## config.mk

```make
export PLATFORM = sky130hd
export DESIGN_NAME = flash_status_regs
export DESIGN_NICKNAME = d
export VERILOG_FILES = /design/src/hw/flash_status_pkg.sv /design/src/hw/flash_status_regs.sv
export SDC_FILE = /design/constraint.sdc
export NUM_CORES = 1
export LEC_CHECK = 0
export BUFFER_PORTS_ARGS = -buffer_cell sky130_fd_sc_hd__buf_2
export CAP_MARGIN = 15
export CORE_MARGIN = 2
export CORE_UTILIZATION = 38
export CTS_CLUSTER_DIAMETER = 100
export DETAILED_ROUTE_END_ITERATION = 7
export GPL_TIMING_DRIVEN = 0
export PLACE_DENSITY = 0.74
export SETUP_SLACK_MARGIN = 0.1
export SYNTH_ARGS = -nofsm -noshare
export SYNTH_HDL_FRONTEND = slang
export SYNTH_SLANG_ARGS = --single-unit
```

## constraint.sdc

```tcl
create_clock -name core_clk_i -period 1.11 [get_ports core_clk_i]
set_input_delay 0.222 -clock core_clk_i [delete_from_list [all_inputs] [get_ports core_clk_i]]
set_output_delay 0.222 -clock core_clk_i [all_outputs]
set_load 0.1 [all_outputs]
```

## src/hw/flash_status_pkg.sv

```systemverilog
/*
 Shared constants of the two-byte flash status register logic: bit positions
 of both bytes, values after power-up, the operation codes reported by the
 command front end, and the pattern for global protect and unprotect.
 Assumes the front end decodes the serial commands and reports each finished
 or aborted operation as one pulse.
*/
package flash_status_pkg;

   // ----------------------------------------------------------------
   // status byte one bit positions
   // ----------------------------------------------------------------
   localparam int B1_LOCK = 7;
   localparam int B1_FAIL = 5;
   localparam int B1_PIN = 4;
   localparam int B1_SUM_HI = 3;
   localparam int B1_SUM_LO = 2;
   localparam int B1_LATCH = 1;
   localparam int B1_BUSY = 0;

   // ----------------------------------------------------------------
   // status byte two bit positions
   // ----------------------------------------------------------------
   localparam int B2_RST_ALLOW = 4;
   localparam int B2_LD_ALLOW = 3;
   localparam int B2_PSUSP = 2;
   localparam int B2_ESUSP = 1;
   localparam int B2_BUSY = 0;

   // ----------------------------------------------------------------
   // values after power-up
   // ----------------------------------------------------------------
   localparam logic RST_LOCK = 1'b0;
   localparam logic RST_FAIL = 1'b0;
   localparam logic RST_LATCH = 1'b0;
   localparam logic RST_PIN = 1'b0;
   localparam logic RST_RST_ALLOW = 1'b0;
   localparam logic RST_LD_ALLOW = 1'b0;
   localparam logic RST_FROZEN = 1'b0;
   localparam logic [1:0] RST_SUMMARY = 2'h3;
   localparam logic [7:0] RST_BYTE = 8'h00;

   // ----------------------------------------------------------------
   // protection summary codes
   // ----------------------------------------------------------------
   localparam logic [1:0] SUM_NONE = 2'h0;
   localparam logic [1:0] SUM_SOME = 2'h1;
   localparam logic [1:0] SUM_ALL = 2'h3;

   // ----------------------------------------------------------------
   // global protect pattern in bits 5:2 of the byte one write data
   // ----------------------------------------------------------------
   localparam int GLOB_HI = 5;
   localparam int GLOB_LO = 2;
   localparam logic [3:0] GLOB_PROTECT = 4'hf;
   localparam logic [3:0] GLOB_UNPROTECT = 4'h0;

   // ----------------------------------------------------------------
   // operations reported by the command front end
   // ----------------------------------------------------------------
   typedef enum logic [3:0] {
      OP_NONE = 4'h0,
      OP_WR_ENABLE = 4'h1,
      OP_WR_DISABLE = 4'h2,
      OP_WR_STAT1 = 4'h3,
      OP_WR_STAT2 = 4'h4,
      OP_WR_CONFIG = 4'h5,
      OP_PROTECT = 4'h6,
      OP_UNPROTECT = 4'h7,
      OP_LOCKDOWN = 4'h8,
      OP_FREEZE = 4'h9,
      OP_OTP_PROG = 4'ha,
      OP_PROGRAM = 4'hb,
      OP_ERASE = 4'hc,
      OP_HOLD_ABORT = 4'hd
   } op_kind_t;

endpackage

```

## src/hw/flash_status_regs.sv

```systemverilog
/*
 Status register logic of a serial flash: both status bytes, the write
 latch, the lock, the error flag, the reset and lockdown enables, and the
 permission levels that gate the command engine.
 Assumes a command front end that reports one operation end per cycle at
 most, and internal engines that drive busy, suspend and protection levels.
*/
`timescale 1ns/1ps
`default_nettype none

module flash_status_regs (
   // clock and power-up reset
   input wire logic core_clk_i,
   input wire logic rst_n_i,
   // operation end report from the command front end
   input wire logic op_end_i,
   input wire logic [3:0] op_kind_i,
   input wire logic op_abort_i,
   input wire logic op_fail_i,
   input wire logic [7:0] op_data_i,
   // software reset command, already decoded
   input wire logic soft_reset_i,
   // pins and internal engine state
   input wire logic wp_n_i,
   input wire logic busy_i,
   input wire logic prog_susp_i,
   input wire logic erase_susp_i,
   input wire logic none_protected_i,
   input wire logic all_protected_i,
   // status bytes as shifted out by the read command
   output logic [7:0] status_byte_one_o,
   output logic [7:0] status_byte_two_o,
   // permissions towards the command engine
   output logic latch_gate_ok_o,
   output logic sector_prot_ok_o,
   output logic lockdown_ok_o,
   output logic soft_reset_ok_o,
   // global protect requests, one cycle each
   output logic global_protect_o,
   output logic global_unprotect_o
);

   // ----------------------------------------------------------------
   // state
   // ----------------------------------------------------------------
   typedef struct packed {
      logic protection_lock_bit;
      logic program_fail_flag;
      logic protect_pin_state;
      logic [1:0] soft_protect_summary;
      logic write_latch;
      logic ready_busy_flag;
      logic soft_reset_allow;
      logic lockdown_allow;
      logic frozen;
      logic prog_suspended_flag;
      logic erase_suspended_flag;
      logic glob_prot;
      logic glob_unprot;
      logic [7:0] byte_one;
      logic [7:0] byte_two;
      logic gate_ok;
      logic sector_ok;
      logic ld_ok;
      logic rst_ok;
   } state_t;

   state_t state_reg;
   state_t state_next;

   // ----------------------------------------------------------------
   // helpers
   // ----------------------------------------------------------------
   function automatic logic [1:0] summary_code(input logic none_p,
                                               input logic all_p);
      logic [1:0] code;
      // all wins over none, so the reserved code can never show
      code = flash_status_pkg::SUM_SOME;
      if (all_p) begin
         code = flash_status_pkg::SUM_ALL;
      end else if (none_p) begin
         code = flash_status_pkg::SUM_NONE;
      end
      return code;
   endfunction

   function automatic logic is_kind(input logic [3:0] kind,
                                    input flash_status_pkg::op_kind_t ref_k);
      return kind == 4'(ref_k);
   endfunction

   // a gated write counts only with the latch set and a clean end; the
   // abort report covers partial bytes and protected targets alike
   function automatic logic write_taken(input logic latch,
                                        input logic abort);
      return latch && !abort;
   endfunction

   // clearing the lock with the pin asserted voids the whole write, the
   // global operation included; the latch is still dropped
   logic lock_clear_blocked;
   assign lock_clear_blocked = !wp_n_i && state_reg.protection_lock_bit &&
      !op_data_i[flash_status_pkg::B1_LOCK];

   logic [3:0] glob_field;
   assign glob_field = op_data_i[flash_status_pkg::GLOB_HI:
                                 flash_status_pkg::GLOB_LO];

   // ----------------------------------------------------------------
   // next state
   // ----------------------------------------------------------------
   always_comb begin
      state_next = state_reg;
      state_next.glob_prot = 1'b0;
      state_next.glob_unprot = 1'b0;

      // live mirrors of internal engines and the pin
      state_next.protect_pin_state = wp_n_i;
      state_next.ready_busy_flag = busy_i;
      state_next.prog_suspended_flag = prog_susp_i;
      state_next.erase_suspended_flag = erase_susp_i;
      state_next.soft_protect_summary =
         summary_code(none_protected_i, all_protected_i);

      if (op_end_i) begin
         // aborted enable or disable reports leave the latch as it was
         if (is_kind(op_kind_i, flash_status_pkg::OP_WR_ENABLE)) begin
            if (!op_abort_i) begin
               state_next.write_latch = 1'b1;
            end
         end else if (is_kind(op_kind_i,
                              flash_status_pkg::OP_WR_DISABLE)) begin
            if (!op_abort_i) begin
               state_next.write_latch = 1'b0;
            end
         end else if (is_kind(op_kind_i,
                              flash_status_pkg::OP_WR_STAT1)) begin
            // only bit 7 of the data is stored; bits 5:2 only steer
            // the global operation and leave no trace
            if (write_taken(state_reg.write_latch, op_abort_i)) begin
               if (!lock_clear_blocked) begin
                  state_next.protection_lock_bit =
                     op_data_i[flash_status_pkg::B1_LOCK];
                  // the global operation follows the lock as it stood
                  // before this write
                  if (!state_reg.protection_lock_bit) begin
                     state_next.glob_prot =
                        glob_field == flash_status_pkg::GLOB_PROTECT;
                     state_next.glob_unprot =
                        glob_field == flash_status_pkg::GLOB_UNPROTECT;
                  end
               end
            end
            state_next.write_latch = 1'b0;
         end else if (is_kind(op_kind_i,
                              flash_status_pkg::OP_WR_STAT2)) begin
            if (write_taken(state_reg.write_latch, op_abort_i)) begin
               state_next.soft_reset_allow =
                  op_data_i[flash_status_pkg::B2_RST_ALLOW];
               if (!state_reg.frozen) begin
                  state_next.lockdown_allow =
                     op_data_i[flash_status_pkg::B2_LD_ALLOW];
               end
            end
            state_next.write_latch = 1'b0;
         end else if (is_kind(op_kind_i, flash_status_pkg::OP_FREEZE)) begin
            if (write_taken(state_reg.write_latch, op_abort_i) &&
                state_reg.lockdown_allow) begin
               state_next.frozen = 1'b1;
            end
            state_next.write_latch = 1'b0;
         end else if (is_kind(op_kind_i, flash_status_pkg::OP_PROGRAM) ||
                      is_kind(op_kind_i, flash_status_pkg::OP_ERASE)) begin
            // an aborted or rejected operation reports no error
            state_next.program_fail_flag = op_fail_i &&
               write_taken(state_reg.write_latch, op_abort_i);
            state_next.write_latch = 1'b0;
         end else if (is_kind(op_kind_i,
                              flash_status_pkg::OP_WR_CONFIG) ||
                      is_kind(op_kind_i, flash_status_pkg::OP_PROTECT) ||
                      is_kind(op_kind_i, flash_status_pkg::OP_UNPROTECT) ||
                      is_kind(op_kind_i, flash_status_pkg::OP_LOCKDOWN) ||
                      is_kind(op_kind_i, flash_status_pkg::OP_OTP_PROG) ||
                      is_kind(op_kind_i,
                              flash_status_pkg::OP_HOLD_ABORT)) begin
            state_next.write_latch = 1'b0;
         end
         // any other code is a partial or unknown opcode: no change
      end

      // the reset command clears the latch only; lock and enables stay
      if (soft_reset_i && state_reg.soft_reset_allow) begin
         state_next.write_latch = 1'b0;
      end

      // freeze is permanent until power is removed
      if (state_next.frozen) begin
         state_next.lockdown_allow = 1'b0;
      end

      // ----------------------------------------------------------------
      // visible bytes, built from the next values so reads see no lag
      // ----------------------------------------------------------------
      state_next.byte_one = flash_status_pkg::RST_BYTE;
      state_next.byte_one[flash_status_pkg::B1_LOCK] =
         state_next.protection_lock_bit;
      state_next.byte_one[flash_status_pkg::B1_FAIL] =
         state_next.program_fail_flag;
      state_next.byte_one[flash_status_pkg::B1_PIN] =
         state_next.protect_pin_state;
      state_next.byte_one[flash_status_pkg::B1_SUM_HI:
                          flash_status_pkg::B1_SUM_LO] =
         state_next.soft_protect_summary;
      state_next.byte_one[flash_status_pkg::B1_LATCH] =
         state_next.write_latch;
      state_next.byte_one[flash_status_pkg::B1_BUSY] =
         state_next.ready_busy_flag;

      // upper three bits keep the zero from the base value
      state_next.byte_two = flash_status_pkg::RST_BYTE;
      state_next.byte_two[flash_status_pkg::B2_RST_ALLOW] =
         state_next.soft_reset_allow;
      state_next.byte_two[flash_status_pkg::B2_LD_ALLOW] =
         state_next.lockdown_allow;
      state_next.byte_two[flash_status_pkg::B2_PSUSP] =
         state_next.prog_suspended_flag;
      state_next.byte_two[flash_status_pkg::B2_ESUSP] =
         state_next.erase_suspended_flag;
      state_next.byte_two[flash_status_pkg::B2_BUSY] =
         state_next.ready_busy_flag;

      // ----------------------------------------------------------------
      // permissions; a command must see them before it starts
      // ----------------------------------------------------------------
      state_next.gate_ok = state_next.write_latch;
      state_next.sector_ok = state_next.write_latch &&
         !state_next.protection_lock_bit;
      state_next.ld_ok = state_next.write_latch &&
         state_next.lockdown_allow;
      state_next.rst_ok = state_next.soft_reset_allow;
   end

   // ----------------------------------------------------------------
   // registers; the reset input is the power-up reset
   // ----------------------------------------------------------------
   always_ff @(posedge core_clk_i or negedge rst_n_i) begin
      if (!rst_n_i) begin
         state_reg <= '0;
         state_reg.protection_lock_bit <= flash_status_pkg::RST_LOCK;
         state_reg.program_fail_flag <= flash_status_pkg::RST_FAIL;
         state_reg.protect_pin_state <= flash_status_pkg::RST_PIN;
         state_reg.soft_protect_summary <= flash_status_pkg::RST_SUMMARY;
         state_reg.write_latch <= flash_status_pkg::RST_LATCH;
         state_reg.soft_reset_allow <= flash_status_pkg::RST_RST_ALLOW;
         state_reg.lockdown_allow <= flash_status_pkg::RST_LD_ALLOW;
         state_reg.frozen <= flash_status_pkg::RST_FROZEN;
         state_reg.byte_one <= flash_status_pkg::RST_BYTE;
         state_reg.byte_two <= flash_status_pkg::RST_BYTE;
      end else begin
         state_reg <= state_next;
      end
   end

   // ----------------------------------------------------------------
   // outputs
   // ----------------------------------------------------------------
   assign status_byte_one_o = state_reg.byte_one;
   assign status_byte_two_o = state_reg.byte_two;
   assign latch_gate_ok_o = state_reg.gate_ok;
   assign sector_prot_ok_o = state_reg.sector_ok;
   assign lockdown_ok_o = state_reg.ld_ok;
   assign soft_reset_ok_o = state_reg.rst_ok;
   assign global_protect_o = state_reg.glob_prot;
   assign global_unprotect_o = state_reg.glob_unprot;

endmodule // flash_status_regs

`default_nettype wire

```

== Word level (Yosys, flattened, before mapping) ==
Cells that the tools add are included.

* Add/subtract/negate cells: 0
* Multiply operators: 0
* Divide/modulo/power cells: 0
* Magnitude comparators: 0
* Equality and inequality tests: 14
* Shifts and indexed selects: 0
* Mux-type cells: 41
* Bitwise logic cells: 0
* Reductions and logical operators: 19

{| class="wikitable"
|+ Operators by type and width
! operator !! count
|-
| == test 4 bit, second input constant || 7
|-
| 2-to-1 mux 2 bit || 13
|-
| 2-to-1 mux 1 bit || 24
|-
| == test 4 x 3 -> 1 bit, second input constant || 4
|-
| 2-to-1 mux 3 bit || 4
|-
| == test 4 x 2 -> 1 bit, second input constant || 2
|-
| logical AND 1 bit || 8
|-
| logical OR 1 bit || 6
|-
| == test 4 x 1 -> 1 bit, second input constant || 1
|-
| zero test 1 bit || 4
|-
| zero test 4 bit || 1
|}

* Flip-flop bits (word level): 22
* Bits in latches: 0
* RAM bits: 0
* ROM bits: 0
* Output and inout bits: 22
* Memories: 0

== Longest topological paths before layout ==
Gate-level depths: netlist (run 1).

* Word-level depth: 16
* Gate-level depth with buffers: 5
* Depth with buffers taken out: 4

== Least setup slack after synthesis (run 1) ==
No wires, ideal clock.

* Path type: register to register
* Start point: register, netlist name status_byte_one_o[1]
* End point: register state_reg, in the netlist lockdown_ok_o
* Library setup time: 0.118 ns
* Arrival time: 1.747 ns
* Required time: 0.992 ns
* Slack: -0.755 ns
* Cell stages (with the launch flop): 6
* Path buffers: 1
* Cells stage by stage: dfrtp_1 -> and3b_1 -> clkbuf_1 -> nand2b_1 -> a31oi_2 -> and2b_1

{| class="wikitable"
|+ RTL lines
! element !! RTL line !! text
|-
| to (signal assigned) || flash_status_regs.sv:260 || <nowiki>state_reg <= state_next;</nowiki>
|-
| to (decl) || flash_status_regs.sv:68 || <nowiki>state_t state_reg;</nowiki>
|}

==> qor.csv, run 1 <==
metric,value,unit
"EDFF count, synth",0,
core region area,0.00194,sq mm
ant diodes,0,
FF-to-FF End,lockdown_ok_o,
Die Height,49.3,um
critical path class,reg2reg,
Tot Pwr,1.46,mW
largest family of logic cells by synthesized area,simple AND/OR/NAND/NOR gates,
outcome,finished with violations,
Synth Instances,73,
startpoint types,flip-flop,
final hold slack,0.0413,ns
clk_lat worst skew,0.29,ns
syn_area_per_cell,10.7,sq um
Tmin final,1.35,ns
GP Congestion,0.785,
number of global-route vias before repair,714,
hold path depth,1,
routed wire length per instance,13.7,um
fin crit share,122,%
Flop pwr share,41.9,%
post-route clock skew,0.00745,ns
yosys warns,0,
unrepaired setup endpoints after global routing,yes,
Starting Density,40.1,%
Combinational Power Share,31.4,%
worst hold path startpoint,busy_i,
Slew @ Worst Pin,0.534,ns
ANT nets after route,0,
crit-path cells,buf_4 > a221o_1 > and2b_1,
final core utilization,80.0,%
reg2reg start,status_byte_two_o[4],
Synth Area in XOR/XNOR,0,%
post-synthesis compound-gate area fraction,10.1,%
peak supply drop,768,uV
"Remaining Overflow, GRT",0,
Post-synth top cells,"16 x buf_4, 16 x dfrtp_1, 4 x inv_1, 4 x nand2_1",
Layout Nets,153,
R2R cell count,3,
failing checks,negative setup slack,
Worst Path Required,1.33,ns
Row Count,16,
static leakage,0.746,nW
HPWL after detailed placement,1300,um
area delta synth->final,99.4,%
Hold Path Class,in2reg,
endpoints failing hold,0,
"Distinct cells, synth",29,
final setup fails,22,
Synth area leaders,"dfrtp_1 51%, buf_4 15%, nor4bb_1 2.6%, or3b_1 2.2%, inv_1 1.9%",
post-synthesis mux area share,0,%
Yosys reg bits,16,
"Max FO, Critical Path",3,
max reg flops,6,
IO Pins,46,
Die ar.,0.00243,sq mm
Cell Pwr Density,941,mW/mm^2
Max Cap Violations,0,
Initial DRC Count,4,
clk slew on worst S/H paths,0.10,ns
asr flop ratio synth,100,%
CTS root buf,clkbuf_4,
total CTS buffers,3,
H-tree depth,1,
# clock sinks,16,
largest net degree at the start of global routing,17,
Hold Path End,status_byte_two_o[0],
Setup Slack @ Placement,-0.348,ns
final WL,2130,um
Synth area leader,dfrtp_1,
gr usage total,19.0,%
sw frac,33.7,%
worst setup margin,-0.239,ns
"Top FF cell, synth",dfrtp_1,
Pint,970,uW
CTS tree,built,
layout cells sized above 1,67.2,%
Setup TNS,-2.51,ns
Max Root-Sink Buffers,2,
first-pass GRT wire length,3420,um
initial antenna violation count,0,
Peak Freq,741,MHz
DR vias,745,
adder-cell share of the synthesized area,0,%
"Seq/Total Area, Yosys",51.4,%
Syn Std Cell Area,779,sq um
drt first pass iters,3,
peak per-stage delay on the critical path,0.53,ns
Worst Setup End Kind,flip-flop,
Die Width,49.3,um
Clk network pwr share,26.7,%
Vias/cell,4.81,
CP arrival,1.57,ns
DR DRC count,0,
CP max-delay cell,dfrtp_4,
relative max-transition margin,64.3,%
P_sw,492,uW
Synth Area in Simple Gates,20.2,%
top-area cell type share of the netlist area,51.4,%
Max Slew Vio Count,0,
R2R setup slack,-0.24,ns
IO buf count,38,
## per-stage QoR
stage	instances	cell area (sq um)
after floorplan	76	837
after global placement	141	1060
after detailed placement	141	1060
after CTS	149	1460
after global routing	155	1550
final	155	1550
## kinds of logic after synthesis
kind of cell	Yosys count
other	1
flip-flops	16
AND/OR/NAND/NOR	25
buffers and inverters	21
AO/OA/AOI/OAI	10
## worst max-delay path, delay by kind of cell, from the launching register on
kind	cells	cell delay [ns]
flip-flops	1	0.53
AO/OA/AOI/OAI	1	0.37
AND/OR/NAND/NOR	1	0.22
buffers and inverters	1	0.16
## metal layers
layer  GRT usage, %  vias to the layer above  part of all wire (%)  wire, um
met5              0                        -                     0         0
met4           12.4                        0                   2.0        42
met3           3.68                        6                   7.2       154
met2           32.0                       34                    54      1150
met1           21.7                      355                    36       774
li1               -                      350                     -         -
## what timing repair did
action	in CTS	in global routing
buffers inserted	3	6
cloned	0	0
pin swaps	4	2
setup endpoints to repair	28	28
hold buffers	1	0
hold endpoints to repair	16	0
gates resized for setup	86	11
## worst max-delay path by stage
| stage | start | endpoint | slack [ns] | depth (start not counted) |
|---|---|---|---|---|
| 2_1_floorplan | status_byte_one_o[1] | lockdown_ok_o | -0.30 | 5 |
| 3_3_place_gp | op_kind_i[0] | lockdown_ok_o | -0.36 | 5 |
| 3_5_place_dp | op_kind_i[0] | lockdown_ok_o | -0.35 | 5 |
| 4_1_cts | status_byte_two_o[4] | status_byte_two_o[4] | -0.21 | 2 |
| 5_1_grt | status_byte_two_o[4] | lockdown_ok_o | -0.27 | 3 |
| 6_report | status_byte_two_o[4] | lockdown_ok_o | -0.24 | 3 |
## power by group through the flow
| stage | logic [mW] | clock network, mW | registers, mW |
|---|---|---|---|
| 2_1_floorplan | 0.250 | 0 | 0.639 |
| 3_3_place_gp | 0.348 | 0 | 0.619 |
| 3_5_place_dp | 0.354 | 0 | 0.620 |
| 4_1_cts | 0.444 | 0.392 | 0.613 |
| 5_1_grt | 0.480 | 0.425 | 0.615 |
| 6_report | 0.459 | 0.390 | 0.613 |
## placed cells by master, fill, tap and decap left out, drive strengths merged, types with 2 or more instances in the layout
cell / netlist / layout
buf: 16 / 64
or3b: 2 / 2
nor3: 2 / 2
conb: 1 / 4
inv: 4 / 4
nor2: 2 / 2
nor4bb: 2 / 2
o21ai: 2 / 2
nand4: 2 / 2
nand3: 2 / 2
clkbuf: 1 / 4
nand2: 4 / 4
nand2b: 2 / 2
dfrtp: 16 / 16
a31oi: 2 / 2
## final cells by class
| class | count | area [sq um] |
|---|---|---|
| plain buffers | 17 | 189 |
| clock buffers | 4 | 36.3 |
| fillers | 110 | 388 |
| inverters | 4 | 15.0 |
| multi-input cells | 39 | 330 |
| flip-flops and latches | 16 | 413 |
| well taps | 27 | 33.8 |
| repair buffers | 48 | 537 |
Note: power is estimated with default switching activity, not from simulation.
==> run 2: changes to the inputs <==
--- a/config.mk
+++ b/config.mk
@@ -7,13 +7,13 @@
 export LEC_CHECK = 0
 export BUFFER_PORTS_ARGS = -buffer_cell sky130_fd_sc_hd__buf_2
 export CAP_MARGIN = 15
-export CORE_MARGIN = 2
-export CORE_UTILIZATION = 38
+export CORE_UTILIZATION = 40
 export CTS_CLUSTER_DIAMETER = 100
 export DETAILED_ROUTE_END_ITERATION = 7
 export GPL_TIMING_DRIVEN = 0
-export PLACE_DENSITY = 0.74
+export PLACE_DENSITY = 0.75
 export SETUP_SLACK_MARGIN = 0.1
+export SLEW_MARGIN = 20
 export SYNTH_ARGS = -nofsm -noshare
 export SYNTH_HDL_FRONTEND = slang
 export SYNTH_SLANG_ARGS = --single-unit
==> constraint.sdc (replaced) <==
create_clock -name core_clk_i -period 1.7 [get_ports core_clk_i]
set_input_delay 0.34 -clock core_clk_i [delete_from_list [all_inputs] [get_ports core_clk_i]]
set_output_delay 0.34 -clock core_clk_i [all_outputs]
set_load 0.1 [all_outputs]
==> qor.csv, run 2 (synthesis results as in run 1) <==
metric,value,unit
outcome,completed,
Worst Setup End Kind,primary output,
global-route met3 utilization,3.92,%
Tmin final,1.53,ns
Max Root-Sink Buffers,2,
Hold Path End,status_byte_two_o[0],
hold path depth,1,
grt met2 use,21.7,%
IO buf count,38,
Setup TNS,0,ns
final setup fails,0,
"commonest cells after routing, fill and taps aside","37 x buf_2, 16 x buf_4, 14 x dfrtp_1",
post-route clock skew,0.00407,ns
CP arrival,1.19,ns
ant diodes,0,
clk slew on worst S/H paths,0.09,ns
first-pass GRT wire length,2070,um
Vias/cell,4.53,
core region area,0.00178,sq mm
R2R cell count,5,
Final Non-Filler Cells,144,
Tot Pwr,863,uW
Die Width,46.1,um
largest net degree at the start of global routing,17,
total CTS buffers,3,
number of placed cells counting well taps,139,
static leakage,0.583,nW
Hold Path Class,in2reg,
peak supply drop,343,uV
max reg flops,6,
Cell Pwr Density,811,mW/mm^2
number of global-route vias before repair,499,
Die Height,46.1,um
"Max FO, Critical Path",4,
Peak Freq,652,MHz
DR DRC count,0,
layout cells sized above 1,52.1,%
GRT busiest layer,met2,
ANT nets after route,0,
clk_lat worst skew,0.27,ns
CTS tree,built,
Post-DP Area,0.00101,sq mm
Worst Path Required,1.36,ns
Initial DRC Count,10,
HPWL after detailed placement,1120,um
DR vias,652,
initial antenna violation count,0,
unrepaired setup endpoints after global routing,no,
FF-to-FF End,sector_prot_ok_o,
relative max-transition margin,66.2,%
worst hold path startpoint,busy_i,
Row Count,15,
final WL,1420,um
drt first pass iters,4,
Die ar.,0.00213,sq mm
"commonest non-fill, non-tap cell in the layout",buf_2,
IO Pins,46,
H-tree depth,1,
CTS root buf,clkbuf_4,
gr usage total,14.0,%
routed wire length per instance,9.84,um
reg2reg start,status_byte_one_o[1],
GRT met1 Usage,17.7,%
Max Cap Violations,0,
Layout Nets,144,
"Remaining Overflow, GRT",0,
fin crit share,90.2,%
critical path class,reg2out,
fin area,0.00106,sq mm
Starting Density,43.7,%
Max Slew Vio Count,0,
GP Congestion,0.794,
endpoints failing hold,0,
startpoint types,flip-flop,
R2R setup slack,0.37,ns
area delta synth->final,36.4,%
Slew @ Worst Pin,0.500,ns
# clock sinks,16,
[run 2: report_power, final]
group          internal, mW  leakage, nW  total [mW]  switching [mW]
clock network         0.130       0.0210       0.238           0.108
logic                0.0572        0.362       0.229           0.172
registers             0.391        0.199       0.396         0.00468
[run 2: critical path, cell delays in order (launching register included)]
cell     delay [ns]
dfrtp_1        0.40
buf_4          0.12
buf_2          0.41
[run 2: how the worst max path moves through the flow]
stage / start / to / slack [ns] / depth (start not counted)
floorplan: status_byte_one_o[1] / lockdown_ok_o / 0.13 / 5
global placement: op_kind_i[0] / lockdown_ok_o / 0.20 / 5
detailed placement: op_kind_i[1] / lockdown_ok_o / 0.18 / 5
CTS: status_byte_one_o[7] / status_byte_one_o[7] / 0.14 / 2
global route: status_byte_two_o[3] / status_byte_two_o[3] / 0.11 / 2
finish: status_byte_two_o[3] / status_byte_two_o[3] / 0.17 / 2
[run 2: what timing repair did]
action	CTS	global route
hold buffers	1	0
hold endpoints to repair	16	0
buffers inserted	0	0
resized for setup	0	1
setup endpoints to repair	0	1
[run 2: layout make-up]
type / instances / area, sq um
buffer: 17 / 124
clock buffer: 4 / 36.3
fill: 169 / 719
inverter: 4 / 15.0
multi-input combinational: 39 / 251
sequential: 16 / 403
tap: 25 / 31.3
timing repair buffer: 39 / 203
[run 2: per-stage QoR]
stage          utilization, %  hold slack, ns  setup slack [ns]
3_3_place_gp             56.9           0.262             0.200
3_5_place_dp             56.9           0.267             0.183
5_1_grt                  59.6           0.147             0.114
2_1_floorplan               -          0.0444             0.128
6_report                 59.6           0.166             0.166
4_1_cts                  59.5           0.159             0.140
[run 2: metal layers]
layer  routed length, um  vias to the layer above
met3                 123                        2
met5                   0                        -
met1                 648                      285
met4                  12                        0
met2                 632                       34
li1                    -                      331
==> run 3: changes to the inputs <==
--- a/config.mk
+++ b/config.mk
@@ -5,10 +5,11 @@
 export SDC_FILE = /design/constraint.sdc
 export NUM_CORES = 1
 export LEC_CHECK = 0
-export BUFFER_PORTS_ARGS = -buffer_cell sky130_fd_sc_hd__buf_2
+export BUFFER_PORTS_ARGS = -buffer_cell sky130_fd_sc_hd__buf_4
 export CAP_MARGIN = 15
 export CORE_UTILIZATION = 40
 export CTS_CLUSTER_DIAMETER = 100
+export CTS_CLUSTER_SIZE = 12
 export DETAILED_ROUTE_END_ITERATION = 7
 export GPL_TIMING_DRIVEN = 0
 export PLACE_DENSITY = 0.75
==> constraint.sdc (replaced) <==
create_clock -name core_clk_i -period 1.5 [get_ports core_clk_i]
set_input_delay 0.3 -clock core_clk_i [delete_from_list [all_inputs] [get_ports core_clk_i]]
set_output_delay 0.3 -clock core_clk_i [all_outputs]
set_load 0.1 [all_outputs]
==> qor.csv, run 3 (synthesis results as in run 1) <==
metric,value,unit
P_sw,334,uW
Die Height,46.1,um
Combinational Power Share,28.6,%
Vias/cell,4.63,
Cell Pwr Density,848,mW/mm^2
"Max FO, Critical Path",4,
postcts setup bufs,0,
peak supply drop,487,uV
core region area,0.00178,sq mm
ANT nets after route,0,
Die Width,46.1,um
Slew @ Worst Pin,0.510,ns
initial antenna violation count,0,
Row Count,15,
layout cells sized above 1,53.8,%
final core utilization,67.4,%
"commonest non-fill, non-tap cell in the layout",buf_4,
Max Cap Violations,0,
Max Root-Sink Buffers,2,
startpoint types,flip-flop,
GP Congestion,0.797,
Die ar.,0.00213,sq mm
unrepaired setup endpoints after global routing,yes,
final WL,1710,um
hold path depth,1,
Max Slew Vio Count,0,
# clock sinks,16,
clk_lat worst skew,0.29,ns
DR vias,666,
Worst Path Required,1.20,ns
Initial DRC Count,1,
clk slew on worst S/H paths,0.09,ns
area delta synth->final,54.1,%
final setup fails,0,
Worst Setup End Kind,primary output,
Clk network pwr share,27.2,%
sw frac,32.8,%
post-route clock skew,0.00468,ns
Tot Pwr,1.02,mW
gr usage total,17.5,%
Pint,685,uW
Hold Path Class,in2reg,
fin area,0.00120,sq mm
CP arrival,1.08,ns
number of global-route vias before repair,600,
peak per-stage delay on the critical path,0.51,ns
R2R cell count,5,
"commonest cells after routing, fill and taps aside","47 x buf_4, 14 x dfrtp_1, 6 x buf_6",
outcome,completed,
H-tree depth,1,
CTS root buf,clkbuf_4,
total CTS buffers,3,
Flop pwr share,44.1,%
ant diodes,0,
IO buf count,38,
"Remaining Overflow, GRT",0,
critical path class,reg2out,
routed wire length per instance,11.9,um
largest net degree at the start of global routing,17,
first-pass GRT wire length,2580,um
Setup TNS,0,ns
crit-path cells,buf_6 > buf_12,
IO Pins,46,
CTS tree,built,
endpoints failing hold,0,
Layout Nets,144,
HPWL after detailed placement,1330,um
Starting Density,43.7,%
drt first pass iters,4,
Tmin final,1.38,ns
max reg flops,6,
DR DRC count,0,
final hold slack,0.119,ns
static leakage,0.622,nW
fin crit share,92.1,%
relative max-transition margin,65.5,%
Peak Freq,724,MHz
Post-DP Area,0.00111,sq mm
CP max-delay cell,dfrtp_4,
==> run 3: area by class of cell <==
cell class	instances	area (sq um)
inverters	4	15.0
clock buffers	4	36.3
repair buffers	39	327
well taps	25	31.3
fillers	166	582
flip-flops and latches	16	405
multi-input cells	39	258
plain buffers	17	129
==> run 3: power groups by stage <==
stage          Sequential (mW)  Clock, mW  Combinational (mW)
2_1_floorplan            0.472          0               0.183
3_3_place_gp             0.457          0               0.280
3_5_place_dp             0.458          0               0.284
4_1_cts                  0.450      0.290               0.288
5_1_grt                  0.452      0.310               0.306
6_report                 0.450      0.277               0.292
==> run 3: worst paths after layout <==
kind | start | to | slack (ns)
setup / recovery | status_byte_one_o[1] | status_byte_one_o[1] | 0.12
hold reg to reg | state_reg[24] | status_byte_two_o[3] | 0.45
max in group asynchronous | rst_n_i | status_byte_one_o[1] | 0.90
setup reg to reg | status_byte_one_o[1] | lockdown_ok_o | 0.18
min in group asynchronous | rst_n_i | status_byte_one_o[3] | 0.41
hold / removal | prog_susp_i | status_byte_two_o[2] | 0.12
==> run 3: through the flow <==
step / setup WS, ns / cells
2_1_floorplan: 0.0826 / 76
3_3_place_gp: 0.0282 / 139
3_5_place_dp: 0.00781 / 139
4_1_cts: 0.105 / 144
5_1_grt: 0.0867 / 144
6_report: 0.118 / 144
==> run 3: worst max-delay path: cells and delay by family (launching register included) <==
kind / cells / cell delay, ns
DFF: 1 / 0.51
buffers and inverters: 2 / 0.28
==> run 3: timing repair <==
action / CTS / global route
cloned: 0 / 0
setup endpoints to repair: 1 / 8
hold buffers: 1 / 0
endpoints found under the hold margin: 16 / 0
resized for setup: 4 / 7
==> run 3: per-layer routing <==
metal | vias up | share of wire (%) | global-route usage, %
met3 | 3 | 7.7 | 3.92
met4 | 0 | 1.2 | 7.06
met5 | - | 0 | 0
met1 | 302 | 40 | 20.3
met2 | 37 | 51 | 30.7
li1 | 324 | - | -
